--- src/hw/acs_pkg.sv ---
// constants shared by the converter sequencer, its checks and its bench
package acs_pkg;
	localparam int          CONV_PERIODS     = 18;
	localparam int          CAL_FULL_PERIODS = 125013;
	localparam int          CAL_DAC_PERIODS  = 111114;
	localparam int          CAL_OFS_PERIODS  = 13899;
	localparam int          CNT_W            = 17;
	localparam int          DATA_W           = 12;
	localparam int          FIFO_DEPTH       = 8;
	localparam int          BIT_CNT_W        = 4;
	localparam logic [3:0]  DIN_OUT_END_RISE = 4'hC;
	localparam logic [2:0]  MODE_SHARED_DIN  = 3'h1;
	localparam logic [2:0]  MODE_INT_CLK_A   = 3'h4;
	localparam logic [2:0]  MODE_INT_CLK_B   = 3'h5;
	localparam logic [1:0]  CAL_SEL_FULL     = 2'h0;
	localparam logic [1:0]  CAL_SEL_DAC      = 2'h1;
	localparam logic [1:0]  CAL_SEL_OFS      = 2'h2;
	localparam int          SYN_W            = 7;
	localparam logic [6:0]  SYN_RST          = 7'h31;
	localparam int          SY_CONV          = 0;
	localparam int          SY_CAL           = 1;
	localparam int          SY_MCLK          = 2;
	localparam int          SY_SCLK          = 3;
	localparam int          SY_FRAME         = 4;
	localparam int          SY_POL           = 5;
	localparam int          SY_DIN           = 6;
	typedef enum logic [1:0] {ACS_IDLE, ACS_CONV, ACS_CAL} acs_state_type;
endpackage

--- src/hw/acs_fifo.sv ---
// result buffer between the converter and the serial port
`timescale 1ns/100ps
`default_nettype none
module acs_fifo #(
	parameter int WIDTH = 12,
	parameter int DEPTH = 8
) (
	input  wire logic             clk_in,
	input  wire logic             rst_in,
	input  wire logic             ce_in,
	input  wire logic             in_valid_in,
	output logic                  in_ready_out,
	input  wire logic [WIDTH-1:0] in_data_in,
	output logic                  out_valid_out,
	input  wire logic             out_ready_in,
	output logic      [WIDTH-1:0] out_data_out
);
	localparam int AW = $clog2(DEPTH);
	logic [WIDTH-1:0] mem_reg [DEPTH];
	logic [AW:0]      wr_reg;
	logic [AW:0]      wr_next;
	logic [AW:0]      rd_reg;
	logic [AW:0]      rd_next;
	logic             push;
	logic             pop;

	always_comb begin
		in_ready_out  = (wr_reg - rd_reg) != (AW+1)'(DEPTH);
		out_valid_out = wr_reg != rd_reg;
		out_data_out  = mem_reg[rd_reg[AW-1:0]];
		push          = in_valid_in & in_ready_out;
		pop           = out_ready_in & out_valid_out;
		wr_next       = push ? wr_reg + 1'b1 : wr_reg;
		rd_next       = pop ? rd_reg + 1'b1 : rd_reg;
	end

	always_ff @(posedge clk_in or posedge rst_in) begin
		if (rst_in) begin
			wr_reg <= '0;
			rd_reg <= '0;
		end else if (ce_in) begin
			wr_reg <= wr_next;
			rd_reg <= rd_next;
		end
	end

	// storage needs no reset; only the pointers define contents
	always_ff @(posedge clk_in) begin
		if (ce_in && push) begin
			mem_reg[wr_reg[AW-1:0]] <= in_data_in;
		end
	end
endmodule
`default_nettype wire

--- src/hw/acs_top.sv ---
// converter sequencing, calibration timing and serial port
`timescale 1ns/100ps
`default_nettype none
module acs_top
	import acs_pkg::*;
#(
	parameter int CAL_FULL = CAL_FULL_PERIODS,
	parameter int CAL_DAC  = CAL_DAC_PERIODS,
	parameter int CAL_OFS  = CAL_OFS_PERIODS,
	parameter int DEPTH    = FIFO_DEPTH
) (
	input  wire logic              REF_CLK_IN,
	input  wire logic              SYS_RST_IN,
	input  wire logic              CE_IN,
	input  wire logic              MASTER_CLOCK_IN,
	input  wire logic              CONVERSION_START_N_IN,
	input  wire logic              SW_START_IN,
	input  wire logic              CAL_REQ_IN,
	input  wire logic [1:0]        CAL_SEL_IN,
	input  wire logic [2:0]        MODE_IN,
	input  wire logic              EDGE_SEL_IN,
	input  wire logic [DATA_W-1:0] SAMPLE_DATA_IN,
	input  wire logic              SCLK_IN,
	output logic                   SCLK_OUT,
	output logic                   SCLK_OE_OUT,
	input  wire logic              FRAME_N_IN,
	output logic                   DOUT_OUT,
	output logic                   DOUT_OE_OUT,
	input  wire logic              DIN_IN,
	output logic                   DIN_OUT,
	output logic                   DIN_OE_OUT,
	output logic                   BUSY_OUT,
	output logic [DATA_W-1:0]      RX_DATA_OUT,
	output logic                   RX_VALID_OUT
);
	////////////////////////////////////////////////////////////////
	// input synchronisers
	logic [SYN_W-1:0] s1_reg;
	logic [SYN_W-1:0] s2_reg;
	logic [SYN_W-1:0] s3_reg;
	logic [SYN_W-1:0] pins;

	always_comb begin
		pins = {DIN_IN, EDGE_SEL_IN, FRAME_N_IN, SCLK_IN, MASTER_CLOCK_IN, CAL_REQ_IN, CONVERSION_START_N_IN};
	end

	always_ff @(posedge REF_CLK_IN or posedge SYS_RST_IN) begin
		if (SYS_RST_IN) begin
			s1_reg <= SYN_RST;
			s2_reg <= SYN_RST;
			s3_reg <= SYN_RST;
		end else if (CE_IN) begin
			s1_reg <= pins;
			s2_reg <= s1_reg;
			s3_reg <= s2_reg;
		end
	end

	////////////////////////////////////////////////////////////////
	// edge detection
	logic m_rise;
	logic start_fall;
	logic cal_rise;
	logic int_clk;
	logic src_rise;
	logic src_fall;
	logic act_rise;
	logic act_fall;
	logic frame_fall;
	logic frame_rise;
	logic pol;

	always_comb begin
		m_rise     = s2_reg[SY_MCLK] & ~s3_reg[SY_MCLK];
		start_fall = ~s2_reg[SY_CONV] & s3_reg[SY_CONV];
		cal_rise   = s2_reg[SY_CAL] & ~s3_reg[SY_CAL];
		int_clk    = (MODE_IN == MODE_INT_CLK_A) || (MODE_IN == MODE_INT_CLK_B);
		pol        = s2_reg[SY_POL];
		if (int_clk) begin
			src_rise = m_rise;
			src_fall = ~s2_reg[SY_MCLK] & s3_reg[SY_MCLK];
		end else begin
			src_rise = s2_reg[SY_SCLK] & ~s3_reg[SY_SCLK];
			src_fall = ~s2_reg[SY_SCLK] & s3_reg[SY_SCLK];
		end
		act_rise   = pol ? src_rise : src_fall;
		act_fall   = pol ? src_fall : src_rise;
		frame_fall = ~s2_reg[SY_FRAME] & s3_reg[SY_FRAME];
		frame_rise = s2_reg[SY_FRAME] & ~s3_reg[SY_FRAME];
	end

	////////////////////////////////////////////////////////////////
	// conversion and calibration sequencer
	acs_state_type      state_reg;
	acs_state_type      state_next;
	logic [CNT_W-1:0]   cnt_reg;
	logic [CNT_W-1:0]   cnt_next;
	logic [CNT_W-1:0]   target_reg;
	logic [CNT_W-1:0]   target_next;
	logic               busy_reg;
	logic               busy_next;
	logic               push_valid;
	logic               push_ready;
	logic               at_end;

	always_comb begin
		state_next  = state_reg;
		cnt_next    = cnt_reg;
		target_next = target_reg;
		at_end      = m_rise && (cnt_reg == target_reg);
		push_valid  = (state_reg == ACS_CONV) && at_end;
		case (state_reg)
			ACS_IDLE: begin
				cnt_next = '0;
				if (cal_rise) begin
					state_next = ACS_CAL;
					case (CAL_SEL_IN)
						CAL_SEL_DAC: target_next = CNT_W'(CAL_DAC - 1);
						CAL_SEL_OFS: target_next = CNT_W'(CAL_OFS - 1);
						default:     target_next = CNT_W'(CAL_FULL - 1);
					endcase
				end else if (start_fall || SW_START_IN) begin
					state_next  = ACS_CONV;
					target_next = CNT_W'(CONV_PERIODS - 1);
				end
			end
			ACS_CONV: begin
				// a full result buffer holds the conversion open
				if (at_end) begin
					if (push_ready) begin
						state_next = ACS_IDLE;
					end
				end else if (m_rise) begin
					cnt_next = cnt_reg + 1'b1;
				end
			end
			ACS_CAL: begin
				if (at_end) begin
					state_next = ACS_IDLE;
				end else if (m_rise) begin
					cnt_next = cnt_reg + 1'b1;
				end
			end
			default: state_next = ACS_IDLE;
		endcase
		busy_next = state_next != ACS_IDLE;
	end

	always_ff @(posedge REF_CLK_IN or posedge SYS_RST_IN) begin
		if (SYS_RST_IN) begin
			state_reg  <= ACS_IDLE;
			cnt_reg    <= '0;
			target_reg <= '0;
			busy_reg   <= 1'b0;
		end else if (CE_IN) begin
			state_reg  <= state_next;
			cnt_reg    <= cnt_next;
			target_reg <= target_next;
			busy_reg   <= busy_next;
		end
	end

	////////////////////////////////////////////////////////////////
	// result buffer
	logic              pop_valid;
	logic              pop_ready;
	logic [DATA_W-1:0] pop_data;

	acs_fifo #(
		.WIDTH (DATA_W),
		.DEPTH (DEPTH)
	) u_fifo (
		.clk_in        (REF_CLK_IN),
		.rst_in        (SYS_RST_IN),
		.ce_in         (CE_IN),
		.in_valid_in   (push_valid),
		.in_ready_out  (push_ready),
		.in_data_in    (SAMPLE_DATA_IN),
		.out_valid_out (pop_valid),
		.out_ready_in  (pop_ready),
		.out_data_out  (pop_data)
	);

	////////////////////////////////////////////////////////////////
	// serial port
	logic [DATA_W-1:0]    shift_reg;
	logic [DATA_W-1:0]    shift_next;
	logic [DATA_W-1:0]    rx_reg;
	logic [DATA_W-1:0]    rx_next;
	logic [DATA_W-1:0]    rx_out_reg;
	logic [DATA_W-1:0]    rx_out_next;
	logic                 rx_valid_reg;
	logic                 rx_valid_next;
	logic [BIT_CNT_W-1:0] rises_reg;
	logic [BIT_CNT_W-1:0] rises_next;
	logic                 framed_reg;
	logic                 framed_next;
	logic                 got_rise_reg;
	logic                 got_rise_next;
	logic                 dout_oe_reg;
	logic                 dout_oe_next;
	logic                 din_oe_reg;
	logic                 din_oe_next;
	logic                 sclk_reg;
	logic                 sclk_next;

	always_comb begin
		shift_next    = shift_reg;
		rx_next       = rx_reg;
		rx_out_next   = rx_out_reg;
		rx_valid_next = 1'b0;
		rises_next    = rises_reg;
		framed_next   = framed_reg;
		got_rise_next = got_rise_reg;
		dout_oe_next  = dout_oe_reg;
		din_oe_next   = din_oe_reg;
		pop_ready     = 1'b0;
		// generated clock copies the master clock: phases inherit its 40/60 bound
		sclk_next     = (int_clk && framed_reg) ? s2_reg[SY_MCLK] : pol;
		if (frame_fall) begin
			framed_next   = 1'b1;
			dout_oe_next  = 1'b1;
			shift_next    = pop_valid ? pop_data : '0;
			pop_ready     = pop_valid;
			rises_next    = '0;
			got_rise_next = 1'b0;
			rx_next       = '0;
		end else if (frame_rise) begin
			framed_next   = 1'b0;
			dout_oe_next  = 1'b0;
			din_oe_next   = 1'b0;
			rx_out_next   = rx_reg;
			rx_valid_next = framed_reg;
		end else if (framed_reg) begin
			if (act_rise) begin
				got_rise_next = 1'b1;
				rises_next    = rises_reg + 1'b1;
				if (!din_oe_reg) begin
					rx_next = {rx_reg[DATA_W-2:0], s2_reg[SY_DIN]};
				end
				if (MODE_IN == MODE_SHARED_DIN) begin
					if (rises_reg == '0) begin
						din_oe_next = 1'b1;
					end else if (rises_reg == DIN_OUT_END_RISE) begin
						din_oe_next = 1'b0;
					end
				end
			end else if (act_fall && got_rise_reg) begin
				shift_next    = {shift_reg[DATA_W-2:0], 1'b0};
				got_rise_next = 1'b0;
			end
		end
	end

	always_ff @(posedge REF_CLK_IN or posedge SYS_RST_IN) begin
		if (SYS_RST_IN) begin
			shift_reg    <= '0;
			rx_reg       <= '0;
			rx_out_reg   <= '0;
			rx_valid_reg <= 1'b0;
			rises_reg    <= '0;
			framed_reg   <= 1'b0;
			got_rise_reg <= 1'b0;
			dout_oe_reg  <= 1'b0;
			din_oe_reg   <= 1'b0;
			sclk_reg     <= 1'b1;
		end else if (CE_IN) begin
			shift_reg    <= shift_next;
			rx_reg       <= rx_next;
			rx_out_reg   <= rx_out_next;
			rx_valid_reg <= rx_valid_next;
			rises_reg    <= rises_next;
			framed_reg   <= framed_next;
			got_rise_reg <= got_rise_next;
			dout_oe_reg  <= dout_oe_next;
			din_oe_reg   <= din_oe_next;
			sclk_reg     <= sclk_next;
		end
	end

	always_comb begin
		BUSY_OUT     = busy_reg;
		SCLK_OUT     = sclk_reg;
		SCLK_OE_OUT  = int_clk;
		DOUT_OUT     = shift_reg[DATA_W-1];
		DOUT_OE_OUT  = dout_oe_reg;
		DIN_OUT      = shift_reg[DATA_W-1];
		DIN_OE_OUT   = din_oe_reg;
		RX_DATA_OUT  = rx_out_reg;
		RX_VALID_OUT = rx_valid_reg;
	end
endmodule
`default_nettype wire

--- config.mk ---
export PLATFORM = sky130hd
export DESIGN_NAME = acs_top
export DESIGN_NICKNAME = d
export VERILOG_FILES = /design/src/hw/acs_pkg.sv /design/src/hw/acs_fifo.sv /design/src/hw/acs_top.sv
export SDC_FILE = /design/constraint.sdc
export NUM_CORES = 1
export LEC_CHECK = 0
export ABC_AREA = 1
export BUFFER_PORTS_ARGS = -buffer_cell sky130_fd_sc_hd__buf_2
export CAP_MARGIN = 20
export CORE_UTILIZATION = 60
export CTS_BUF_LIST = sky130_fd_sc_hd__clkbuf_4 sky130_fd_sc_hd__clkbuf_8
export DETAILED_ROUTE_END_ITERATION = 6
export GPL_TIMING_DRIVEN = 0
export PLACE_DENSITY = 0.82
export SKIP_CTS_REPAIR_TIMING = 1
export SYNTH_ARGS = -nofsm -noshare
export SYNTH_HDL_FRONTEND = slang
export SYNTH_HIERARCHICAL = 1
export SYNTH_SLANG_ARGS = --single-unit
--- constraint.sdc ---
create_clock -name REF_CLK_IN -period 2.89 [get_ports REF_CLK_IN]
set_input_delay 0.289 -clock REF_CLK_IN [delete_from_list [all_inputs] [get_ports REF_CLK_IN]]
set_output_delay 0.289 -clock REF_CLK_IN [all_outputs]
set_load 0.02 [all_outputs]
==> results of run 1 <==
-- final timing paths --
| path | start | to |
|---|---|---|
| setup / recovery | u_fifo/rd_reg[1]$_DFFE_PP0P_ | u_fifo/mem_reg[2][0]$_DFFE_PP_ |
| hold / removal | SCLK_IN | s1_reg[3]$_DFFE_PP0P_ |
| setup reg to reg | u_fifo/rd_reg[1]$_DFFE_PP0P_ | u_fifo/mem_reg[2][0]$_DFFE_PP_ |
| hold reg to reg | s1_reg[0]$_DFFE_PP1P_ | s1_reg[0]$_DFFE_PP1P_ |
| max in group asynchronous | SYS_RST_IN | s1_reg[4]$_DFFE_PP1P_ |
| min in group asynchronous | SYS_RST_IN | target_reg[15]$_DFFE_PP0P_ |
-- per-layer routing --
| metal | GRT usage, % | up-vias |
|---|---|---|
| li1 | - | 3322 |
| met1 | 35.69 | 3315 |
| met2 | 46.11 | 272 |
| met3 | 5.520 | 41 |
| met4 | 10.33 | 0 |
| met5 | 0 | - |
-- layout make-up --
class	instances	area (um^2)	share of cell area, %
Buffer	38	193.9	1.923
Clock buffer	17	234.0	2.320
Clock inverter	15	170.2	1.688
Inverter	92	347.8	3.450
Multi-Input combinational cell	639	3218	31.91
Sequential cell	196	5396	53.52
Tap cell	184	230.2	2.283
Timing Repair Buffer	51	292.8	2.904
-- power groups by stage --
| stage | sequential (W) | clock [W] | combinational (W) |
|---|---|---|---|
| after global routing | 0.00354 | 0.00195 | 0.00293 |
| after CTS | 0.00349 | 0.00183 | 0.00258 |
| after global placement | 0.00354 | 0 | 0.00247 |
| after floorplan | 0.00356 | 0 | 0.00176 |
| after detailed placement | 0.00355 | 0 | 0.00256 |
| final | 0.00350 | 0.00181 | 0.00262 |
-- stage by stage --
step / cell area, um^2 / total power [W] / hold WS [ns]
final: 10080 / 0.007929 / 0.01183
after global routing: 10080 / 0.008411 / 0.004371
after CTS: 10030 / 0.007901 / -0.2631
after detailed placement: 9629 / 0.006107 / 0.2708
after global placement: 9599 / 0.006006 / 0.2763
after floorplan: 9134 / 0.005323 / 0.1047
-- worst max-delay path, stage by stage, from the launching register on --
cell,delay (ns)
sky130_fd_sc_hd__dfrtp_1,0.50
sky130_fd_sc_hd__inv_2,0.17
sky130_fd_sc_hd__buf_2,0.31
sky130_fd_sc_hd__ha_1,0.31
sky130_fd_sc_hd__nand2_1,0.07
sky130_fd_sc_hd__nand2_1,0.07
sky130_fd_sc_hd__nand2_1,0.09
sky130_fd_sc_hd__nand2_2,0.06
sky130_fd_sc_hd__nand3_4,0.14
sky130_fd_sc_hd__nand3_4,0.11
sky130_fd_sc_hd__nor2_2,0.62
-- kinds of logic after synthesis --
| logic type | count (synthesis) | share of synthesized area (%) |
|---|---|---|
| adders and majority gates | 18 | 2.466 |
| and+or+nand+nor | 442 | 20.86 |
| buffers and inverters | 130 | 5.904 |
| AOI/OAI and AO/OA | 164 | 10.25 |
| xor gates and xnor gates | 15 | 1.438 |
| DFF | 196 | 59.08 |
-- cells in the mapped netlist, drive strengths merged --
cell / instances
o21ai: 121
edfxtp: 96
clkbuf: 18
nor4: 2
nand2: 279
a22oi: 1
o211ai: 2
ha: 18
a211oi: 1
o22ai: 29
a22o: 1
a21oi: 6
xor2: 13
nor3: 12
nand3: 41
dfstp: 9
dfrtp: 91
xnor2: 2
inv: 92
buf: 20
o31ai: 2
nor2: 95
or2: 5
nand4: 8
o311ai: 1
==> reports/qor.csv, run 1 <==
metric;value;unit
clock tree from TritonCTS;done;
Critical Path Source Type;register;
hold violation total from the final report;0;
setup slack of the worst register-to-register path;0.05;ns
Initial DRT Pass Iterations;7;
initial antenna violation count;0;
Unique masters post-synth;41;
starting utilization of the core area;62.14;%
number of instances on the worst hold path;3;
non-filler instance count after layout;1232;
post-route minimum period;2.844;ns
Final Routed Wirelength;20.10;mm
Setup Total Neg Slack;0;ns
highest routed metal layer;met4;
Worst Setup Slack, final;0.04573;ns
number of synthesis warnings;6;
clock net sink count;196;
RSZ-0062 raised after global routing;yes;
most area-hungry cell type in the Yosys netlist;sky130_fd_sc_hd__edfxtp_1;
result of the run;complete, but fails checks;
Vias/cell;5.641;
relative slew slack;46.76;%
count of filler cells inserted in the layout;1105;
Final ANT Viol Nets;0;
depth of the worst register-to-register path;10;
met3 layer wire length in the routed design;1.399;mm
number of placed instances with taps included;1197;
share of the clock period used by the worst path;98.42;%
row count;44;
number of global-route vias before repair;6831;
DIE WIDTH;125.4;um
required time worst endpoint;2.99;ns
internal power;0.004893;W
Die Outline Area;0.01572;mm^2
metal2 WL;9.924;mm
commonest non-fill, non-tap cells in the layout;sky130_fd_sc_hd__nand2_1 (262), sky130_fd_sc_hd__o21ai_0 (98), sky130_fd_sc_hd__edfxtp_1 (96);
total half-perimeter wirelength after legalization and detailed placement;13.43;mm
flip-flop and latch count after synthesis;196;
hold crit path type;primary input to register;
fraction of the core area covered by cells at the end of the flow;68.60;%
leakage power;4.375;nW
Overall Global Routing Usage;27.52;%
average routed wire per standard cell;16.32;um
pin count of the biggest net entering global routing;74;
layout-stage area growth over the synthesis result;10.40;%
Avg Synthesized Cell Area;9.465;um^2
synthesized net count;1011;
wire length of the first global-routing pass;33.18;mm
max-cap check violation count;0;
maximum buffer depth of the clock tree;2;
net count of the finished layout;1081;
buffer type at the clock tree root;sky130_fd_sc_hd__clkbuf_8;
area share of the largest cell type after synthesis;31.56;%
floorplan core area;0.01470;mm^2
Post-Synthesis Cells;965;
worst-margin pin slew;0.7977;ns
flip-flop count of the largest register, all copies and words added;96;
Sequential Power Share;44.1;%
num ports;48;
total inserted antenna cells;0;
1st-iter DRT viols;745;
clock network fraction of design power;22.8;%
worst-case setup slack after placement;0.03404;ns
routability cong.;0.9529;
Buffers on Ports;47;
commonest non-fill, non-tap cell in the layout;sky130_fd_sc_hd__nand2_1;
portion of total power attributed to combinational logic;33.1;%
Max Clock Freq;351.6;MHz
largest fanout on the critical path;12;
Worst Clk Skew;0.01338;ns
Switch Pwr;0.003037;W
violations in the final reports;DRC;
VDD IR max;0.0003773;V
Mapped Area;0.009134;mm^2
sequential share of the synthesized area;59.08;%
Post-route DRC;4;
Pins Over Slew Limit;0;
register clock-pin slew on the reported worst setup and hold paths;0.10;ns
Setup Viol. Count Final;0;
Crit Path Category;register to register;
Cell Pwr Density;786.4;mW/mm^2
Critical Path Sink Type;register;
Crit path arrival time;2.95;ns
latest clock arrival within the worst-skew pair;0.48;ns
cells taking the most area after synthesis;sky130_fd_sc_hd__edfxtp_1 (32%), sky130_fd_sc_hd__dfrtp_1 (25%), sky130_fd_sc_hd__nand2_1 (11%);
fraction of final layout cells sized beyond drive strength 1;16.70;%
GRT overflow;0;
via count;6950;
Inserted Clock Buffers;17;
H-tree depth;4;
wire length on met1;8.398;mm
floorplan die height;125.4;um
net switching share of the total power;38.30;%
Power figures use the tool's default switching activity.
==> run 2: changes to the inputs <==
--- a/config.mk
+++ b/config.mk
@@ -5,14 +5,13 @@
 export SDC_FILE = /design/constraint.sdc
 export NUM_CORES = 1
 export LEC_CHECK = 0
-export ABC_AREA = 1
 export BUFFER_PORTS_ARGS = -buffer_cell sky130_fd_sc_hd__buf_2
 export CAP_MARGIN = 20
 export CORE_UTILIZATION = 60
 export CTS_BUF_LIST = sky130_fd_sc_hd__clkbuf_4 sky130_fd_sc_hd__clkbuf_8
 export DETAILED_ROUTE_END_ITERATION = 6
 export GPL_TIMING_DRIVEN = 0
-export PLACE_DENSITY = 0.82
+export PLACE_DENSITY = 0.83
 export SKIP_CTS_REPAIR_TIMING = 1
 export SYNTH_ARGS = -nofsm -noshare
 export SYNTH_HDL_FRONTEND = slang
==> run 2 against run 1 <==
Net effect:
- the flow finishes with violations (setup timing)
- largest cell class unchanged
- die area is 5.0% lower
- critical endpoint is now u_fifo/mem_reg[2][4]$_DFFE_PP_
- final area is 1.9% lower
- synthesized area is 5.1% lower
- maximum frequency is 7.3% lower
- critical path type unchanged
- combinational power is 9.2% lower
- synthesized cell count is 35% lower
- sequential power is 3% higher
- worst hold slack better by 0.026 ns
==> reports/qor.csv, run 2 <==
metric;value;unit;change
Final ANT Viol Nets;0;;unchanged
Die Outline Area;0.01493;mm^2;was 0.01572 mm^2
latest clock arrival within the worst-skew pair;0.48;ns;about the same
layout-stage area growth over the synthesis result;14.10;%;was 10.40%
synthesized net count;674;;was 1011
crit-path max cell delay;0.51;ns;was 0.62 ns
required time worst endpoint;3.08;ns;was 2.99 ns
hold crit path type;primary input to register;;unchanged
Buffers on Ports;47;;unchanged
Post-Synthesis Cells;628;;was 965
instance area after placement;0.009234;mm^2;was 0.009629 mm^2
via count;5396;;was 6950
Inserted Clock Buffers;17;;unchanged
floorplan die height;122.2;um;was 125.4 um
initial antenna violation count;0;;unchanged
Final Routed Wirelength;16.93;mm;was 20.10 mm
total half-perimeter wirelength after legalization and detailed placement;11.34;mm;was 13.43 mm
count of flip-flops with a built-in enable after synthesis;96;;unchanged
Worst Clk Skew;0.01008;ns;was 0.01338 ns
1st-iter DRT viols;509;;was 745
Post-route DRC;0;;was 4
smallest hold slack;0.03828;ns;was 0.01183 ns
commonest non-fill, non-tap cell in the layout;sky130_fd_sc_hd__edfxtp_1;;was sky130_fd_sc_hd__nand2_1
Crit path arrival time;3.26;ns;was 2.95 ns
cell type group with the largest total delay on the critical path;simple AND/OR/NAND/NOR gates;;unchanged
commonest non-fill, non-tap cells in the layout;sky130_fd_sc_hd__edfxtp_1 (96), sky130_fd_sc_hd__dfrtp_1 (89), sky130_fd_sc_hd__nand2_1 (71);;was sky130_fd_sc_hd__nand2_1 (262), sky130_fd_sc_hd__o21ai_0 (98), sky130_fd_sc_hd__edfxtp_1 (96)
buffer and inverter count on the worst path;3;;was 2
footprint of the multi-input gates;0.003183;mm^2;was 0.003218 mm^2
Avg Synthesized Cell Area;13.81;um^2;was 9.465 um^2
Setup Viol. Count Final;96;;was 0
most numerous cell in the Yosys netlist;sky130_fd_sc_hd__edfxtp_1;;was sky130_fd_sc_hd__nand2_1
Mapped Area;0.008670;mm^2;was 0.009134 mm^2
pin count of the biggest net entering global routing;76;;was 74
share of the clock period used by the worst path;106.1;%;was 98.42%
predominant post-synthesis flop cell;sky130_fd_sc_hd__edfxtp_1;;unchanged
post-route minimum period;3.067;ns;was 2.844 ns
flip-flop count of the largest register, all copies and words added;96;;unchanged
leakage power;4.050;nW;was 4.375 nW
Initial DRT Pass Iterations;5;;was 7
worst-margin pin slew;0.7689;ns;was 0.7977 ns
wire length of the first global-routing pass;27.39;mm;was 33.18 mm
RSZ-0062 raised after global routing;yes;;unchanged
floorplan core area;0.01399;mm^2;was 0.01470 mm^2
row count;43;;was 44
DIE WIDTH;122.2;um;was 125.4 um
Critical Path Source Type;register;;unchanged
count of filler cells inserted in the layout;892;;was 1105
fraction of final layout cells sized beyond drive strength 1;28.12;%;was 16.70%
Crit Path Category;register to register;;unchanged
Max Clock Freq;326.1;MHz;was 351.6 MHz
Critical Path Sink Type;register;;unchanged
most area-hungry cell type in the Yosys netlist;sky130_fd_sc_hd__edfxtp_1;;unchanged
number of synthesis warnings;6;;unchanged
Unique masters post-synth;62;;was 41
area share of the largest cell type after synthesis;33.25;%;was 31.56%
largest fanout on the critical path;12;;unchanged
num ports;48;;unchanged
buffer type at the clock tree root;sky130_fd_sc_hd__clkbuf_8;;unchanged
net count of the finished layout;755;;was 1081
critical path's slowest cell;sky130_fd_sc_hd__or4_1;;was sky130_fd_sc_hd__nor2_2
routability cong.;0.7949;;was 0.9529
clock tree from TritonCTS;done;;unchanged
setup slack of the worst register-to-register path;-0.18;ns;was 0.05 ns
Worst Setup Slack, final;-0.1768;ns;was 0.04573 ns
starting utilization of the core area;61.98;%;was 62.14%
hold violation total from the final report;0;;unchanged
GRT overflow;0;;unchanged
register clock-pin slew on the reported worst setup and hold paths;0.10;ns;about the same
clock net sink count;196;;unchanged
flip-flop and latch count after synthesis;196;;unchanged
violations in the final reports;setup timing;;was DRC
Overall Global Routing Usage;24.58;%;was 27.52%
cells taking the most area after synthesis;sky130_fd_sc_hd__edfxtp_1 (33%), sky130_fd_sc_hd__dfrtp_1 (26%), sky130_fd_sc_hd__mux4_2 (6.8%);;was sky130_fd_sc_hd__edfxtp_1 (32%), sky130_fd_sc_hd__dfrtp_1 (25%), sky130_fd_sc_hd__nand2_1 (11%)
post-route cell area;0.009892;mm^2;was 0.01008 mm^2
number of global-route vias before repair;5393;;was 6831
Vias/cell;5.982;;was 5.641
most used standard cells in the synthesized netlist;sky130_fd_sc_hd__edfxtp_1 (96), sky130_fd_sc_hd__dfrtp_1 (91), sky130_fd_sc_hd__nand2_1 (71);;was sky130_fd_sc_hd__nand2_1 (262), sky130_fd_sc_hd__o21ai_0 (98), sky130_fd_sc_hd__edfxtp_1 (96)
sequential share of the synthesized area;62.25;%;was 59.08%
maximum buffer depth of the clock tree;2;;unchanged
Storage cell area;0.005399;mm^2;was 0.005396 mm^2
asr flop ratio synth;51.02;%;unchanged
H-tree depth;4;;unchanged
total inserted antenna cells;0;;unchanged
cell-by-cell trace of the critical path;or4_1, a222oi_1, buf_4, nand3_4, nor3_2, nand2_1, a211oi_4, buf_6, nand2b_4, nor3b_4, buf_12;;was inv_2, buf_2, ha_1, nand2_1, nand2_1, nand2_1, nand2_2, nand3_4, nand3_4, nor2_2
result of the run;complete, but fails checks;;unchanged
Cell Pwr Density;782.6;mW/mm^2;was 786.4 mW/mm^2
average routed wire per standard cell;18.77;um;was 16.32 um
relative slew slack;47.41;%;was 46.76%
max-cap check violation count;0;;unchanged
Pins Over Slew Limit;0;;unchanged
VDD IR max;0.0004800;V;was 0.0003773 V
run 2: cell count changes after synthesis, sizes merged, moves of 16 or more:
cell   delta
o21ai   -106
nor2b    +20
mux2     +42
nand3    -24
mux4     +26
o22ai    -25
nor2     -66
nand2   -207
inv      -70
a21oi    +16
run 2: cell type report:
type	count	share of cell area (%)
multi-input cells	385	32.18
repair buffers	65	4.984
clock inverters	15	1.632
clock buffers	17	2.365
plain buffers	22	1.075
flip-flops and latches	196	54.58
well taps	180	2.277
inverters	22	0.9107
run 2: cells by family after synthesis:
logic type	count (synthesis)	share of synthesized area, %
multiplexers	69	12.76
flip-flops	196	62.25
adder cells (fa/ha/maj)	18	2.598
AO/OA/AOI/OAI	87	6.913
buffers and inverters	47	2.295
AND/OR/NAND/NOR	187	10.59
XOR/XNOR	24	2.598
run 2: report_power, final:
part / switching [W] / leakage, nW / internal, W
clock network: 0.00103 / 0.204 / 0.000726
registers: 0.000322 / 2.13 / 0.00328
logic: 0.00131 / 1.72 / 0.00107
run 2: path summary, 6_finish.rpt:
kind                                         from                             end  depth (start not counted)
min in group asynchronous              SYS_RST_IN      target_reg[12]$_DFFE_PP0P_                          3
min reg2reg                 s1_reg[4]$_DFFE_PP1P_           s2_reg[4]$_DFFE_PP1P_                          2
max reg2reg                cnt_reg[9]$_DFFE_PP0P_  u_fifo/mem_reg[2][4]$_DFFE_PP_                         11
max in group asynchronous              SYS_RST_IN           s2_reg[0]$_DFFE_PP1P_                          4
max                        cnt_reg[9]$_DFFE_PP0P_  u_fifo/mem_reg[2][4]$_DFFE_PP_                         11
min                                        DIN_IN           s1_reg[6]$_DFFE_PP0P_                          2
run 2: worst register-to-register path, delay by kind of cell (launching register included):
family | cells | cell delay, ns
AO/OA/AOI/OAI | 2 | 0.57
buffers and inverters | 3 | 0.54
flip-flops | 1 | 0.44
AND/OR/NAND/NOR | 6 | 1.21
run 2: stage by stage:
stage	setup WS (ns)	util [%]	setup TNS [ns]	total power, W	cells
floorplan	-0.2148	-	-12.99	0.005318	628
global placement	-0.8359	65.77	-131.72	0.005800	855
detailed placement	-0.8909	66.01	-77.12	0.005944	857
CTS	-0.9000	68.84	-77.69	0.007678	889
global route	-0.2683	70.72	-20.90	0.008159	902
finish	-0.1768	70.72	-12.13	0.007742	902
run 2: layer usage:
| layer | up-vias | wire length (um) | global-route usage (%) |
|---|---|---|---|
| met5 | - | 0 | 0 |
| met4 | 0 | 390 | 8.384 |
| met3 | 43 | 973 | 5.993 |
| met2 | 193 | 8380 | 40.20 |
| met1 | 2686 | 7189 | 32.27 |
| li1 | 2474 | - | - |
==> run 3: changes to the inputs <==
--- a/config.mk
+++ b/config.mk
@@ -11,7 +11,7 @@
 export CTS_BUF_LIST = sky130_fd_sc_hd__clkbuf_4 sky130_fd_sc_hd__clkbuf_8
 export DETAILED_ROUTE_END_ITERATION = 6
 export GPL_TIMING_DRIVEN = 0
-export PLACE_DENSITY = 0.83
+export PLACE_DENSITY = 0.79
 export SKIP_CTS_REPAIR_TIMING = 1
 export SYNTH_ARGS = -nofsm -noshare
 export SYNTH_HDL_FRONTEND = slang
==> run 3 against run 2 <==
Net effect:
- power down 0.71%
- non-clock buffer count up 2
- combinational power about the same
- critical endpoint is now u_fifo/mem_reg[6][11]$_DFFE_PP_
- sequential power about the same
- the flow still finishes with violations (setup timing)
- critical path depth down 1
- highest routed layer unchanged
- critical path type unchanged
- final area up 0.39%
- worst hold slack better by 0.028 ns
- maximum frequency down 5.6%
- die area unchanged
==> reports/qor.csv, run 3 (synthesis gave the netlist of run 2 again) <==
metric;value;unit;change
result of the run;complete, but fails checks;;unchanged
violations in the final reports;setup timing;;unchanged
starting utilization of the core area;61.98;%;unchanged
required time worst endpoint;3.08;ns;about the same
cell-by-cell trace of the critical path;or4_1, a222oi_1, buf_4, nand3_4, nor3_4, nand2_2, a211oi_4, nand2_2, nor3b_4, clkbuf_16;;was or4_1, a222oi_1, buf_4, nand3_4, nor3_2, nand2_1, a211oi_4, buf_6, nand2b_4, nor3b_4, buf_12
commonest non-fill, non-tap cell in the layout;sky130_fd_sc_hd__edfxtp_1;;unchanged
Crit path arrival time;3.44;ns;was 3.26 ns
average routed wire per standard cell;18.83;um;was 18.77 um
DIE WIDTH;122.2;um;unchanged
routability cong.;0.8782;;was 0.7949
Buffers on Ports;47;;unchanged
Inserted Clock Buffers;17;;unchanged
num ports;48;;unchanged
Final Routed Wirelength;17.04;mm;was 16.93 mm
commonest non-fill, non-tap cells in the layout;sky130_fd_sc_hd__edfxtp_1 (96), sky130_fd_sc_hd__dfrtp_1 (89), sky130_fd_sc_hd__nand2_1 (70);;was sky130_fd_sc_hd__edfxtp_1 (96), sky130_fd_sc_hd__dfrtp_1 (89), sky130_fd_sc_hd__nand2_1 (71)
Overall Global Routing Usage;24.57;%;was 24.58%
Critical Path Source Type;register;;unchanged
register clock-pin slew on the reported worst setup and hold paths;0.10;ns;about the same
floorplan die height;122.2;um;unchanged
pin count of the biggest net entering global routing;60;;was 76
crit-path max cell delay;0.51;ns;about the same
buffer type at the clock tree root;sky130_fd_sc_hd__clkbuf_8;;unchanged
maximum buffer depth of the clock tree;2;;unchanged
total inserted antenna cells;0;;unchanged
post-route minimum period;3.250;ns;was 3.067 ns
initial antenna violation count;0;;unchanged
worst-case setup slack after placement;-1.002;ns;was -0.8909 ns
row count;43;;unchanged
critical path's slowest cell;sky130_fd_sc_hd__or4_1;;unchanged
GRT overflow;0;;unchanged
Die Outline Area;0.01493;mm^2;unchanged
Critical Path Sink Type;register;;unchanged
leakage power;4.052;nW;was 4.050 nW
Worst Setup Slack, final;-0.3595;ns;was -0.1768 ns
via count;5400;;was 5396
net count of the finished layout;758;;was 755
Worst Clk Skew;0.01279;ns;was 0.01008 ns
Setup Viol. Count Final;97;;was 96
layout-stage area growth over the synthesis result;14.55;%;was 14.10%
instance area after placement;0.009234;mm^2;unchanged
Post-route DRC;0;;unchanged
H-tree depth;4;;unchanged
wire length of the first global-routing pass;27.19;mm;was 27.39 mm
Crit Path Category;register to register;;unchanged
worst-margin pin slew;1.002;ns;was 0.7689 ns
crit-path most repeated cell;sky130_fd_sc_hd__nand2_2;;
fraction of final layout cells sized beyond drive strength 1;28.69;%;was 28.12%
max-cap check violation count;0;;unchanged
latest clock arrival within the worst-skew pair;0.46;ns;was 0.48 ns
number of global-route vias before repair;5314;;was 5393
post-route cell area;0.009931;mm^2;was 0.009892 mm^2
Cell Pwr Density;774.0;mW/mm^2;was 782.6 mW/mm^2
Setup Total Neg Slack;-23.30;ns;was -12.13 ns
share of the clock period used by the worst path;112.4;%;was 106.1%
largest fanout on the critical path;6;;was 12
fraction of the core area covered by cells at the end of the flow;70.99;%;was 70.72%
count of filler cells inserted in the layout;911;;was 892
hold crit path type;primary input to register;;unchanged
clock tree from TritonCTS;done;;unchanged
RSZ-0062 raised after global routing;yes;;unchanged
1st-iter DRT viols;519;;was 509
clock net sink count;196;;unchanged
relative slew slack;31.50;%;was 47.41%
Vias/cell;5.967;;was 5.982
Final ANT Viol Nets;0;;unchanged
VDD IR max;0.0005403;V;was 0.0004800 V
Max Clock Freq;307.7;MHz;was 326.1 MHz
floorplan core area;0.01399;mm^2;unchanged
Initial DRT Pass Iterations;7;;was 5
hold violation total from the final report;0;;unchanged
flip-flop count of the largest register, all copies and words added;96;;unchanged
total half-perimeter wirelength after legalization and detailed placement;11.39;mm;was 11.34 mm
Pins Over Slew Limit;0;;unchanged
run 3: cell types whose count changed in the layout (fill, tap and decap cells not counted), sizes merged:
cell	change
clkinvlp	+2
clkbuf	+4
buf	+1
inv	-4
run 3: report_power, final:
part / internal [W] / leakage [nW] / switching [W]
registers: 0.00328 / 2.13 / 0.000317
clock network: 0.000745 / 0.190 / 0.000967
logic: 0.00108 / 1.74 / 0.00130
total: 0.00510 / 4.05 / 0.00258
run 3: final timing paths:
check	startpoint	end	slack (ns)	cells after the start
setup / recovery	cnt_reg[9]$_DFFE_PP0P_	u_fifo/mem_reg[6][11]$_DFFE_PP_	-0.36	10
hold / removal	MASTER_CLOCK_IN	s1_reg[2]$_DFFE_PP0P_	0.07	2
setup reg to reg	cnt_reg[9]$_DFFE_PP0P_	u_fifo/mem_reg[6][11]$_DFFE_PP_	-0.36	10
hold reg to reg	SCLK_OUT$_DFFE_PP1P_	SCLK_OUT$_DFFE_PP1P_	0.50	2
max in group asynchronous	SYS_RST_IN	SCLK_OUT$_DFFE_PP1P_	1.83	4
min in group asynchronous	SYS_RST_IN	u_fifo/wr_reg[1]$_DFFE_PP0P_	0.34	3
run 3: layout make-up:
| cell class | count | area [um^2] | share of cell area (%) |
|---|---|---|---|
| buffer | 22 | 108.9 | 1.096 |
| clock buffer | 20 | 262.8 | 2.646 |
| clock inverter | 12 | 125.1 | 1.260 |
| inverter | 22 | 90.09 | 0.9071 |
| multi-input combinational | 385 | 3191 | 32.13 |
| sequential | 196 | 5399 | 54.37 |
| tap | 180 | 225.2 | 2.268 |
| timing repair buffer | 67 | 513.0 | 5.166 |
| timing repair inverter | 1 | 16.27 | 0.1638 |
run 3: routing by layer:
layer | global-route usage (%) | share of wire, % | vias to the layer above
met5 | 0 | 0 | -
li1 | - | - | 2481
met3 | 5.243 | 5.4 | 18
met1 | 31.95 | 42 | 2731
met4 | 7.165 | 1.6 | 0
met2 | 41.64 | 51 | 170
run 3: stage by stage:
step / std cells / total power (W) / hold slack [ns]
2_1_floorplan: 628 / 0.005318 / 0.1047
3_3_place_gp: 855 / 0.005804 / 0.2523
3_5_place_dp: 857 / 0.005943 / 0.2887
4_1_cts: 889 / 0.007641 / -0.2245
5_1_grt: 905 / 0.008148 / 0.04019
6_report: 905 / 0.007686 / 0.06625
run 3: worst max-delay path: cells and delay by family (launching register included):
family,cells,cell delay [ns]
simple gates,6,1.50
buf+inv,2,0.42
compound gates,2,0.62
flops,1,0.43
